### config.mk
export PLATFORM = sky130hd
export DESIGN_NAME = vsm_controller
export DESIGN_NICKNAME = d
export VERILOG_FILES = /design/src/core/vsm_pkg.sv /design/src/core/vsm_controller.sv
export SDC_FILE = /design/constraint.sdc
export NUM_CORES = 1
export LEC_CHECK = 0
export BUFFER_PORTS_ARGS = -buffer_cell sky130_fd_sc_hd__clkbuf_2
export CAP_MARGIN = 20
export CORE_MARGIN = 3
export CORE_UTILIZATION = 35
export CTS_CLUSTER_DIAMETER = 120
export DETAILED_ROUTE_END_ITERATION = 12
export PLACE_DENSITY = 0.6
export SLEW_MARGIN = 20
export SYNTH_ARGS = -nofsm -noshare
export SYNTH_HDL_FRONTEND = slang
export SYNTH_SLANG_ARGS = --single-unit
### constraint.sdc
create_clock -name clk_in -period 4.05 [get_ports clk_in]
set_input_delay 0.2025 -clock clk_in [delete_from_list [all_inputs] [get_ports clk_in]]
set_output_delay 0.2025 -clock clk_in [all_outputs]
set_load 0.01 [all_outputs]
### src/core/vsm_pkg.sv
// Constants and types shared by the slew and mode controller
package vsm_pkg;

    // Level codes of the multi-level pins, as delivered by the pad comparators
    localparam logic [1:0] VSM_LVL_GND  = 2'h0;
    localparam logic [1:0] VSM_LVL_REF  = 2'h1;
    localparam logic [1:0] VSM_LVL_OPEN = 2'h2;
    localparam logic [1:0] VSM_LVL_VCC  = 2'h3;
    // Three-level suspend select: high reads as VCC
    localparam logic [1:0] VSM_SUS_HIGH = 2'h3;

    // Offset input range codes
    localparam logic [1:0] VSM_OFS_RANGE_A = 2'h1;
    localparam logic [1:0] VSM_OFS_RANGE_B = 2'h2;

    // Register indices on the plain register port
    localparam logic [1:0] VSM_REG_SLEW   = 2'h0;
    localparam logic [1:0] VSM_REG_OFFSET = 2'h1;
    localparam logic [1:0] VSM_REG_STATUS = 2'h2;
    localparam logic [1:0] VSM_REG_CODE   = 2'h3;

    // Reset values
    localparam logic [9:0] VSM_SLEW_DIV_RST = 10'h064;
    localparam logic [3:0] VSM_OFS_A_RST    = 4'h2;
    localparam logic [3:0] VSM_OFS_B_RST    = 4'h4;

    // Suspend code bases in LSB units (lower and upper range)
    localparam logic [6:0] VSM_SUS_LOWER_BASE = 7'h10;
    localparam logic [6:0] VSM_SUS_UPPER_BASE = 7'h20;
    localparam logic [6:0] VSM_CODE_MAX       = 7'h7F;

    // Timing
    localparam int         VSM_CLK_MHZ       = 100;
    localparam int         VSM_PG_DELAY_US   = 3000;
    localparam int         VSM_PG_DELAY_CYC  = VSM_PG_DELAY_US * VSM_CLK_MHZ;
    localparam logic [4:0] VSM_BLANK_TICKS   = 5'h18;
    localparam logic [1:0] VSM_SLOW_DIV_LAST = 2'h3;
    localparam logic [1:0] VSM_DOWN_EXTRA    = 2'h2;

    typedef enum logic [2:0] {
        VSM_OFF   = 3'b000,
        VSM_START = 3'b001,
        VSM_RUN   = 3'b010,
        VSM_SHUTDOWN_N_INPUT  = 3'b011,
        VSM_FAULT = 3'b100
    } vsm_state_e;

endpackage : vsm_pkg

### src/core/vsm_controller.sv
// Mode decode, target selection and slew control of the regulator core
// Functional notes
// - Target mux chooses normal VID, VID plus offset, or suspend code.
// - At start target is VID when suspend select grounded, else suspend code.
// - Any VID change while running starts a controlled slew to the new code.
// - Shutdown low forces low-side drive high, high-side low, controller off.
// - Pulse-skip select at ground or reference enters skip mode, blanks upper check.
// - Suspend select at reference or high overrides all modes with suspend code.
// - Fault latch holds output at ground until shutdown is toggled.
// - On-time and suspend code pins are static four-level inputs.
// - Entering suspend drops offset and slews to the suspend code.
// - Undervoltage check blanked until 24 slew ticks after reaching suspend code.
// - Suspend select at reference picks upper range, high picks lower range.
// - Power good frozen during transitions, released 24 ticks after final code.
// - Soft-start, soft-shutdown and suspend slews step exactly one LSB.
// - Slew step period programmable from 1 to 1023 clock cycles.
// - Downward transitions take two extra slew ticks.
// - Soft-start ramps from zero at a quarter of the slew rate.
// - After power-up power good stays low 3 ms past reaching target.
// - Shutdown drops power good at once and ramps down, four ticks per step.
`timescale 1ns/10ps
`default_nettype none

module vsm_controller
    import vsm_pkg::*;
#(
    parameter int PG_DELAY_CYCLES = VSM_PG_DELAY_CYC
) (
    // Clock and reset
    input  wire logic       clk_in,
    input  wire logic       resetn_in,
    // Mode and code pins
    input  wire logic       shutdown_n_input_in,
    input  wire logic [1:0] suspend_select_in,
    input  wire logic [1:0] pulse_skip_select_in,
    input  wire logic [1:0] offset_input_in,
    input  wire logic [5:0] vid_code_inputs_in,
    input  wire logic [1:0] suspend_code_bit_low_in,
    input  wire logic [1:0] suspend_code_bit_high_in,
    input  wire logic [1:0] on_time_select_in,
    // Analog monitor results
    input  wire logic       output_above_lower_in,
    input  wire logic       output_below_upper_in,
    input  wire logic       undervoltage_detect_in,
    input  wire logic       overvoltage_detect_in,
    input  wire logic       thermal_detect_in,
    // Register port
    input  wire logic [1:0] reg_addr_in,
    input  wire logic [15:0] reg_wdata_in,
    input  wire logic       reg_wr_in,
    input  wire logic       reg_rd_in,
    output logic [15:0]     reg_rdata_out,
    // Controller outputs
    output logic [6:0]      applied_code_out,
    output logic [6:0]      target_code_out,
    output logic            low_side_gate_drive_out,
    output logic            high_side_gate_drive_out,
    output logic            controller_enable_out,
    output logic            pulse_skip_mode_out,
    output logic            upper_check_blank_out,
    output logic            undervoltage_protect_en_out,
    output logic            power_good_output_out,
    output logic            fault_latched_out,
    output logic [1:0]      on_time_select_out
);

    typedef struct packed {
        vsm_state_e  st;
        logic [6:0]  code;
        logic [6:0]  tgt;
        logic [9:0]  tick_cnt;
        logic [1:0]  slow_cnt;
        logic [1:0]  down_wait;
        logic [4:0]  blank_cnt;
        logic        blanking;
        logic [31:0] pg_cnt;
        logic        pg_armed;
        logic        pg;
        logic        fault;
        logic        skip;
        logic        uv_en;
        logic        dl;
        logic        dh;
        logic        en;
        logic [1:0]  on_time_select;
        logic [9:0]  slew_div;
        logic [3:0]  ofs_a;
        logic [3:0]  ofs_b;
        logic [15:0] rdata;
    } vsm_core_s;

    vsm_core_s cur_reg;
    vsm_core_s cur_next;

    // Suspend code from range select and the two four-level code pins
    function automatic logic [6:0] vsm_sus_code(input logic [1:0] sel,
                                                input logic [1:0] s_hi,
                                                input logic [1:0] s_lo);
        logic [6:0] base;
        base = (sel == VSM_SUS_HIGH) ? VSM_SUS_LOWER_BASE : VSM_SUS_UPPER_BASE;
        return base + {3'h0, s_hi, s_lo};
    endfunction

    // Target mux, offset saturates at the top code
    function automatic logic [6:0] vsm_target(input logic [1:0] sel,
                                              input logic [1:0] ofs,
                                              input logic [5:0] vid,
                                              input logic [1:0] s_hi,
                                              input logic [1:0] s_lo,
                                              input logic [3:0] oa,
                                              input logic [3:0] ob);
        logic [7:0] sum;
        sum = {2'h0, vid};
        if (sel != VSM_LVL_GND) begin
            return vsm_sus_code(sel, s_hi, s_lo);
        end
        if (ofs == VSM_OFS_RANGE_A) begin
            sum = sum + {4'h0, oa};
        end else if (ofs == VSM_OFS_RANGE_B) begin
            sum = sum + {4'h0, ob};
        end
        return (sum > {1'b0, VSM_CODE_MAX}) ? VSM_CODE_MAX : sum[6:0];
    endfunction

    logic [6:0] tgt_sel;
    logic       tick;
    logic       slow_tick;
    logic       fault_evt;

    always_comb begin
        tgt_sel   = vsm_target(suspend_select_in, offset_input_in, vid_code_inputs_in,
                               suspend_code_bit_high_in, suspend_code_bit_low_in,
                               cur_reg.ofs_a, cur_reg.ofs_b);
        tick      = (cur_reg.tick_cnt >= cur_reg.slew_div - 10'h001);
        slow_tick = tick && (cur_reg.slow_cnt == VSM_SLOW_DIV_LAST);
        fault_evt = overvoltage_detect_in || thermal_detect_in
                    || (undervoltage_detect_in && cur_reg.uv_en);

        cur_next       = cur_reg;
        cur_next.tgt   = tgt_sel;
        cur_next.on_time_select   = on_time_select_in;
        cur_next.skip  = (pulse_skip_select_in == VSM_LVL_GND)
                         || (pulse_skip_select_in == VSM_LVL_REF);
        cur_next.tick_cnt = tick ? 10'h000 : cur_reg.tick_cnt + 10'h001;
        if (tick) begin
            cur_next.slow_cnt = cur_reg.slow_cnt + 2'h1;
        end

        unique case (cur_reg.st)
            VSM_OFF: begin
                cur_next.code = 7'h00;
                if (shutdown_n_input_in && !cur_reg.fault) begin
                    cur_next.st       = VSM_START;
                    cur_next.slow_cnt = 2'h0;
                    cur_next.blanking = 1'b1;
                end
            end
            VSM_START: begin
                // Quarter-rate ramp up from zero
                if (slow_tick && cur_reg.code < cur_reg.tgt) begin
                    cur_next.code = cur_reg.code + 7'h01;
                end
                if (cur_reg.code >= cur_reg.tgt) begin
                    cur_next.st        = VSM_RUN;
                    cur_next.blank_cnt = VSM_BLANK_TICKS;
                    cur_next.pg_cnt    = 32'h0;
                    cur_next.pg_armed  = 1'b0;
                end
            end
            VSM_RUN: begin
                if (cur_reg.code != cur_reg.tgt) begin
                    cur_next.blanking  = 1'b1;
                    cur_next.blank_cnt = VSM_BLANK_TICKS;
                    if (tick) begin
                        if (cur_reg.code < cur_reg.tgt) begin
                            cur_next.code = cur_reg.code + 7'h01;
                        end else if (cur_reg.down_wait < VSM_DOWN_EXTRA) begin
                            cur_next.down_wait = cur_reg.down_wait + 2'h1;
                        end else begin
                            cur_next.code = cur_reg.code - 7'h01;
                        end
                    end
                end else begin
                    cur_next.down_wait = 2'h0;
                    if (tick && cur_reg.blank_cnt != 5'h00) begin
                        cur_next.blank_cnt = cur_reg.blank_cnt - 5'h01;
                    end
                    if (cur_reg.blank_cnt == 5'h00) begin
                        cur_next.blanking = 1'b0;
                    end
                end
                if (!cur_reg.pg_armed) begin
                    // Power-up hold off, long count is a parameter
                    if (cur_reg.pg_cnt >= 32'(PG_DELAY_CYCLES - 1)) begin
                        cur_next.pg_armed = 1'b1;
                    end else begin
                        cur_next.pg_cnt = cur_reg.pg_cnt + 32'h1;
                    end
                end
            end
            VSM_SHUTDOWN_N_INPUT, VSM_FAULT: begin
                // Slow ramp avoids negative output swing
                if (slow_tick && cur_reg.code != 7'h00) begin
                    cur_next.code = cur_reg.code - 7'h01;
                end
                if (cur_reg.st == VSM_SHUTDOWN_N_INPUT && cur_reg.code == 7'h00) begin
                    cur_next.st = VSM_OFF;
                end
            end
            default: begin
                cur_next.st = VSM_OFF;
            end
        endcase

        // Fault latch: cleared only by shutdown going low
        if (!shutdown_n_input_in) begin
            cur_next.fault = 1'b0;
            if (cur_reg.st != VSM_OFF && cur_reg.st != VSM_SHUTDOWN_N_INPUT) begin
                cur_next.st       = VSM_SHUTDOWN_N_INPUT;
                cur_next.slow_cnt = 2'h0;
            end
        end else if (fault_evt && cur_reg.st != VSM_OFF) begin
            cur_next.fault = 1'b1;
            cur_next.st    = VSM_FAULT;
        end

        // Power good follows the window only when not blanked; shutdown, fault or leaving run force it low
        if (!shutdown_n_input_in || cur_next.st != VSM_RUN || cur_reg.fault) begin
            cur_next.pg = 1'b0;
        end else if (!cur_reg.blanking && cur_reg.pg_armed) begin
            cur_next.pg = output_above_lower_in
                          && (output_below_upper_in || cur_reg.skip);
        end
        cur_next.uv_en = (cur_next.st == VSM_RUN) && !cur_next.blanking;

        // Gate drive: parked with low side on when idle at ground
        cur_next.en = (cur_next.st == VSM_START) || (cur_next.st == VSM_RUN)
                      || ((cur_next.st == VSM_SHUTDOWN_N_INPUT) && shutdown_n_input_in);
        if (!shutdown_n_input_in || cur_next.st == VSM_OFF
            || (cur_next.st == VSM_FAULT && cur_next.code == 7'h00)) begin
            cur_next.en = 1'b0;
            cur_next.dl = 1'b1;
            cur_next.dh = 1'b0;
        end else begin
            cur_next.dl = 1'b0;
            cur_next.dh = 1'b0;
        end
        // Register port
        cur_next.rdata = 16'h0000;
        if (reg_wr_in) begin
            unique case (reg_addr_in)
                VSM_REG_SLEW: begin
                    if (reg_wdata_in[9:0] != 10'h000) begin
                        cur_next.slew_div = reg_wdata_in[9:0];
                    end
                end
                VSM_REG_OFFSET: begin
                    cur_next.ofs_a = reg_wdata_in[3:0];
                    cur_next.ofs_b = reg_wdata_in[7:4];
                end
                VSM_REG_STATUS, VSM_REG_CODE: ;
            endcase
        end
        if (reg_rd_in) begin
            unique case (reg_addr_in)
                VSM_REG_SLEW:   cur_next.rdata = {6'h00, cur_reg.slew_div};
                VSM_REG_OFFSET: cur_next.rdata = {8'h00, cur_reg.ofs_b, cur_reg.ofs_a};
                VSM_REG_STATUS: cur_next.rdata = {8'h00, cur_reg.skip, cur_reg.uv_en,
                                                  cur_reg.blanking, cur_reg.pg,
                                                  cur_reg.fault, cur_reg.st};
                VSM_REG_CODE:   cur_next.rdata = {1'b0, cur_reg.tgt, 1'b0, cur_reg.code};
            endcase
        end
    end

    always_ff @(posedge clk_in or negedge resetn_in) begin
        if (!resetn_in) begin
            cur_reg          <= '0;
            cur_reg.st       <= VSM_OFF;
            cur_reg.dl       <= 1'b1;
            cur_reg.blanking <= 1'b1;
            cur_reg.slew_div <= VSM_SLEW_DIV_RST;
            cur_reg.ofs_a    <= VSM_OFS_A_RST;
            cur_reg.ofs_b    <= VSM_OFS_B_RST;
        end else begin
            cur_reg <= cur_next;
        end
    end

    assign reg_rdata_out               = cur_reg.rdata;
    assign applied_code_out            = cur_reg.code;
    assign target_code_out             = cur_reg.tgt;
    assign low_side_gate_drive_out     = cur_reg.dl;
    assign high_side_gate_drive_out    = cur_reg.dh;
    assign controller_enable_out       = cur_reg.en;
    assign pulse_skip_mode_out         = cur_reg.skip;
    assign upper_check_blank_out       = cur_reg.skip;
    assign undervoltage_protect_en_out = cur_reg.uv_en;
    assign power_good_output_out       = cur_reg.pg;
    assign fault_latched_out           = cur_reg.fault;
    assign on_time_select_out          = cur_reg.on_time_select;

    property p_shutdown_n_input_pg;
        @(posedge clk_in) disable iff (!resetn_in)
        !shutdown_n_input_in |=> !power_good_output_out && low_side_gate_drive_out;
    endproperty
    a_shutdown_n_input_pg: assert property (p_shutdown_n_input_pg) else $error("power good or drive wrong in shutdown");

    property p_off_gates;
        @(posedge clk_in) disable iff (!resetn_in)
        (cur_reg.st == VSM_OFF) |-> low_side_gate_drive_out && !high_side_gate_drive_out
                                    && !controller_enable_out;
    endproperty
    a_off_gates: assert property (p_off_gates) else $error("gate drive not parked");

    property p_fault_hold;
        @(posedge clk_in) disable iff (!resetn_in)
        fault_latched_out && shutdown_n_input_in |=> fault_latched_out;
    endproperty
    a_fault_hold: assert property (p_fault_hold) else $error("fault latch lost");

    property p_one_lsb;
        @(posedge clk_in) disable iff (!resetn_in)
        $changed(applied_code_out) |->
            (applied_code_out == $past(applied_code_out) + 7'h01)
            || (applied_code_out == $past(applied_code_out) - 7'h01);
    endproperty
    a_one_lsb: assert property (p_one_lsb) else $error("code moved more than one step");

    property p_pg_frozen;
        @(posedge clk_in) disable iff (!resetn_in)
        cur_reg.blanking && shutdown_n_input_in && cur_reg.st == VSM_RUN
            && !fault_latched_out ##1 cur_reg.st == VSM_RUN |-> $stable(power_good_output_out);
    endproperty
    a_pg_frozen: assert property (p_pg_frozen) else $error("power good moved while blanked");

    property p_uv_blank;
        @(posedge clk_in) disable iff (!resetn_in)
        (cur_reg.code != cur_reg.tgt) |=> !undervoltage_protect_en_out;
    endproperty
    a_uv_blank: assert property (p_uv_blank) else $error("undervoltage check active in slew");

    property p_skip_mode;
        @(posedge clk_in) disable iff (!resetn_in)
        (pulse_skip_select_in == VSM_LVL_GND) |=> pulse_skip_mode_out && upper_check_blank_out;
    endproperty
    a_skip_mode: assert property (p_skip_mode) else $error("skip mode not entered");

    property p_sus_target;
        @(posedge clk_in) disable iff (!resetn_in)
        (suspend_select_in == VSM_LVL_REF) |=>
            target_code_out == VSM_SUS_UPPER_BASE
                + {3'h0, $past(suspend_code_bit_high_in), $past(suspend_code_bit_low_in)};
    endproperty
    a_sus_target: assert property (p_sus_target) else $error("suspend target wrong");

    property p_hold_equal;
        @(posedge clk_in) disable iff (!resetn_in)
        cur_reg.st == VSM_RUN && cur_next.st == VSM_RUN && cur_reg.code == cur_reg.tgt
            |=> $stable(applied_code_out);
    endproperty
    a_hold_equal: assert property (p_hold_equal) else $error("code moved at target");

endmodule // vsm_controller

`default_nettype wire

Word level (Yosys, flattened, before mapping):

Index checks and enable logic that the tools add are counted.

* flip-flop bits (word level): 113
* bits of input ports: 46
* output and inout bits: 40
* logic and storage cells: 166

* $add $sub $neg: 11
* magnitude comparators: 6
* equality and inequality tests: 27
* muxes and demuxes: 51
* reductions and logical operators: 49

Operators by type and width (number)
* 7-bit two-way mux: 11
* 33-bit two-way mux: 2
* 33-bit case mux with 2 select lines: 1
* 16-bit case mux with 4 select lines: 1
* 32-bit by 1-bit adder with 32-bit output (second input constant): 1
* 32-bit by 19-bit greater-or-equal comparator with 1-bit output (second input constant): 1
* 32-bit two-way mux: 1
* 7-bit case mux with 4 select lines: 1
* 6-bit by 4-bit adder with 7-bit output: 3
* 2-bit two-way mux: 9
* 3-bit two-way mux: 6
* 16-bit two-way mux: 1
* 8-bit two-way mux: 2
* 1-bit logical AND: 14
* 7-bit zero test: 2
* 3-bit by 2-bit == test with 1-bit output (second input constant): 4
* 3-bit case mux with 4 select lines: 1
* 10-bit by 1-bit adder with 10-bit output (second input constant): 1
* 2-bit == test (second input constant): 5
* 10-bit greater-or-equal comparator: 1
* 1-bit logical OR: 10
* 10-bit two-way mux: 1
* 5-bit two-way mux: 2
* 2-bit inequality test (second input constant): 5
* other kinds (33): 58

Depth between registers and ports, before layout:

* depth after elaboration: 10
* mapped depth: 16
* depth with buffers taken out: 15

Worst setup path after synthesis:

OpenSTA, ideal clock, no wires.

* kind: register to register
* start: register cur_reg[28] (netlist name)
* end: register cur_reg, in the netlist low_side_gate_drive_out
* library setup time: 91 ps
* data arrival time: 3197 ps
* required time: 3959 ps
* setup slack: 763 ps
* cell stages (with the launch flop): 15
* path buffers: 0
* period minus slack after synthesis: 3287 ps
* cell sequence: dfrtp_1 nor4_1 nand2_1 nor3_1 xnor2_1 ha_1 a21o_1 a21oi_1 o41ai_2 nor2_1 o211ai_1 or2_2 a21boi_0 nand4_1 o31ai_1

RTL lines
* start, declared: line vsm_controller.sv:92 `vsm_core_s cur_reg;`
* start signal, assigned: line vsm_controller.sv:286 `cur_reg <= cur_next;`

==> flow_summary.json <==
{
  "die_width_um": 145,
  "seq_area_frac_synth_pct": 41.0,
  "rsz0062_at_grt": "no",
  "tightest_slew_ns": 1.12,
  "synth_area_mm2": 0.00680,
  "r2r_setup_slack_ns": 0.30,
  "hold_end": "pulse_skip_mode_out",
  "drv_slew": 0,
  "fmaxAchievable_mhz": 267,
  "num_vias": 5426,
  "rr_worst_depth": 15,
  "post_cts_buffers": 0,
  "clkTransAtPathRegs_ns": 0.07,
  "nFillCells": 1914,
  "synth_area_leaders": "dfrtp_1 (38%), ha_1 (6.1%), nor2_1 (4.1%), buf_4 (3.8%), nand2_1 (3.5%)",
  "critPathLaunchType": "flip-flop",
  "largest_reg_flops": 74,
  "drt_iter0_drc": 390,
  "antenna_cells": 0,
  "ys_dominant_reg_cell": "dfrtp_1",
  "seqPwrFrac_pct": 40.4,
  "required_ns": 4.31,
  "yosys_warnings": 0,
  "die_area_mm2": 0.0211,
  "drtPass1Iterations": 5,
  "gp_congestion": 0.952,
  "synth_edf_count": 0,
  "cts_tree": "yes",
  "hpwl_um": 12900,
  "wl_um": 17300,
  "synth_top_area_share_pct": 38.3,
  "powerDensity_mw_per_mm2": 472,
  "ant_nets": 0,
  "synth_area_per_cell_um2": 9.29,
  "instances_no_fill": 1046,
  "timing.rr.start": "cur_reg[24]",
  "grt_usage_pct": 16.6,
  "wirelength_met1_um": 8440,
  "start_util_pct": 36.0,
  "cp_data_arrival_time_ns": 4.00,
  "drive_gt1_share_pct": 20.0,
  "htree_num_levels": 3,
  "hold_depth": 2,
  "synthArstFlopShare_pct": 100,
  "fin_worst_skew_ns": 0.0128,
  "status": "finished, final reports clean",
  "min-delay-start": "pulse_skip_select_in[1]",
  "cts.path.max_buffers": 2,
  "dr_wl_met2_um": 7440,
  "synth_cell_type_count": 67,
  "root_buffer": "clkbuf_16",
  "min-delay-path-class": "primary input to flip-flop",
  "final_util_pct": 40.5,
  "post_drt_wl_per_cell_um": 16.6,
  "synthTopCellsByCount": "dfrtp_1 (104), nor2_1 (74), nand2_1 (64), o21ai_0 (40), inv_1 (36)",
  "critical_path_class": "flip-flop to flip-flop",
  "die_y_um": 145,
  "wl_met3_um": 1240,
  "core_area_mm2": 0.0189,
  "synth_top_area_cell": "dfrtp_1",
  "timing.rr.end": "low_side_gate_drive_out",
  "grt_overflow": 0,
  "fin_crit_sh_pct": 92.6,
  "min_period_ns": 3.75,
  "vdd_drop_max_mv": 0.248,
  "internal-power_mw": 2.27,
  "grt_max_degree": 67,
  "dpl.cell_count": 1027,
  "syn_to_final_growth_pct": 12.5,
  "insertion_delay_ns": 0.36,
  "cts_buffers": 9,
  "tns_ns": 0,
  "synthCells": 732,
  "setup_viol": 0,
  "clkPwrFrac_pct": 25.9,
  "path_max_fanout": 5,
  "grt_pass1_vias": 5280,
  "grt_pass1_wl_um": 28400,
  "setup.worst_path.end_class": "flip-flop",
  "drv_cap": 0,
  "slew_headroom_pct": 25.0,
  "io-pin-count": 86,
  "synth_most_common_cell": "dfrtp_1",
  "drc": 0,
  "rows": 50,
  "top_layer": "met4",
  "via_per_inst": 5.19,
  "switchingPower_mw": 1.34,
  "antenna_found_initial": 0,
  "io_buffers": 76,
  "finalNetCount": 862,
  "ys_ff_latch": 111,
  "cellLeakagePower_nw": 3.55,
  "p_sw_share_pct": 37.2,
  "combPwrFrac_pct": 33.7,
  "cts_num_sinks": 111,
  "hold_viol": 0
}
-- per-stage QoR --
stage	instance area, um^2	worst slack [ns]	hold WS, ns	total power, mW
detailed placement	7290	0.247	0.312	2.67
global route	7650	0.00358	0.00447	3.88
floorplan	6800	0.763	-0.0931	2.30
CTS	7620	0.169	0.00280	3.62
global placement	7290	0.229	0.311	2.66
finish	7650	0.302	0.00923	3.61
-- power by group through the flow --
stage	Sequential, mW	Combinational, mW	Clock [mW]
5_1_grt	1.48	1.38	1.01
2_1_floorplan	1.40	0.899	0
6_report	1.46	1.22	0.935
3_5_place_dp	1.47	1.20	0
3_3_place_gp	1.47	1.19	0
4_1_cts	1.46	1.20	0.965
-- metal layers --
metal / vias to the layer above / GRT usage (%)
met3: 15 / 4.52
met1: 2604 / 24.5
met2: 176 / 24.5
met4: 0 / 3.75
met5: - / 0
li1: 2631 / -
-- layout by cell type (no fill, tap or decap), types with 8 or more instances in the layout --
master / instances
a21o_1: 9
a21oi_1: 31
a31oi_1: 8
and2_1: 16
and3_1: 10
buf_4: 18
clkbuf_16: 9
clkbuf_2: 75
dfrtp_1: 104
ha_1: 33
inv_1: 36
mux2_2: 19
nand2_1: 64
nand2b_1: 8
nand3_1: 31
nand4_1: 8
nor2_1: 74
nor2b_1: 14
nor3_1: 15
o21ai_0: 40
xnor2_1: 19
xor2_1: 16
-- worst max path at each step --
stage,end,from,slack [ns]
6_report,low_side_gate_drive_out,cur_reg[24],0.30
2_1_floorplan,low_side_gate_drive_out,cur_reg[28],0.76
5_1_grt,low_side_gate_drive_out,cur_reg[24],0.004
3_3_place_gp,low_side_gate_drive_out,cur_reg[27],0.23
3_5_place_dp,low_side_gate_drive_out,cur_reg[27],0.25
4_1_cts,low_side_gate_drive_out,cur_reg[27],0.17
-- worst max-delay path, stage by stage, from the launching register on --
cell	delay (ns)
dfrtp_1	0.42
inv_1	0.14
ha_1	0.22
nand2_1	0.10
nor3_1	0.19
xnor2_1	0.15
ha_1	0.26
a21o_1	0.17
a21oi_2	0.22
o41ai_4	0.15
o21ai_1	0.48
nor2_1	0.15
a2111oi_1	0.43
buf_4	0.18
nand4_1	0.11
o31ai_1	0.29
-- area by class of cell --
type | count | area, um^2 | share of cell area (%)
multi-input combinational | 527 | 3550 | 46.5
sequential | 111 | 2790 | 36.4
timing repair buffer | 96 | 541 | 7.07
tap | 260 | 325 | 4.25
clock buffer | 11 | 243 | 3.17
inverter | 36 | 135 | 1.77
clock inverter | 5 | 63.8 | 0.835
-- logic make-up (layout without fill, tap and decap cells) --
kind of cell,after synthesis,after routing,synth area share (%)
AND/OR/NAND/NOR,277,277,20.5
AO/OA/AOI/OAI,148,148,14.1
flip-flops,111,111,41.0
buffers and inverters,95,148,7.14
adder cells (fa/ha/maj),35,35,6.66
XOR/XNOR,35,35,4.51
multiplexers,30,30,6.05
other,1,2,0.0552
-- what timing repair did --
item,in CTS,in global routing
hold endpoints to repair,61,0
setup endpoints to repair,0,1
gates resized for setup,0,4
hold buffers,3,0
No activity file was read; power rests on OpenSTA's default activity.
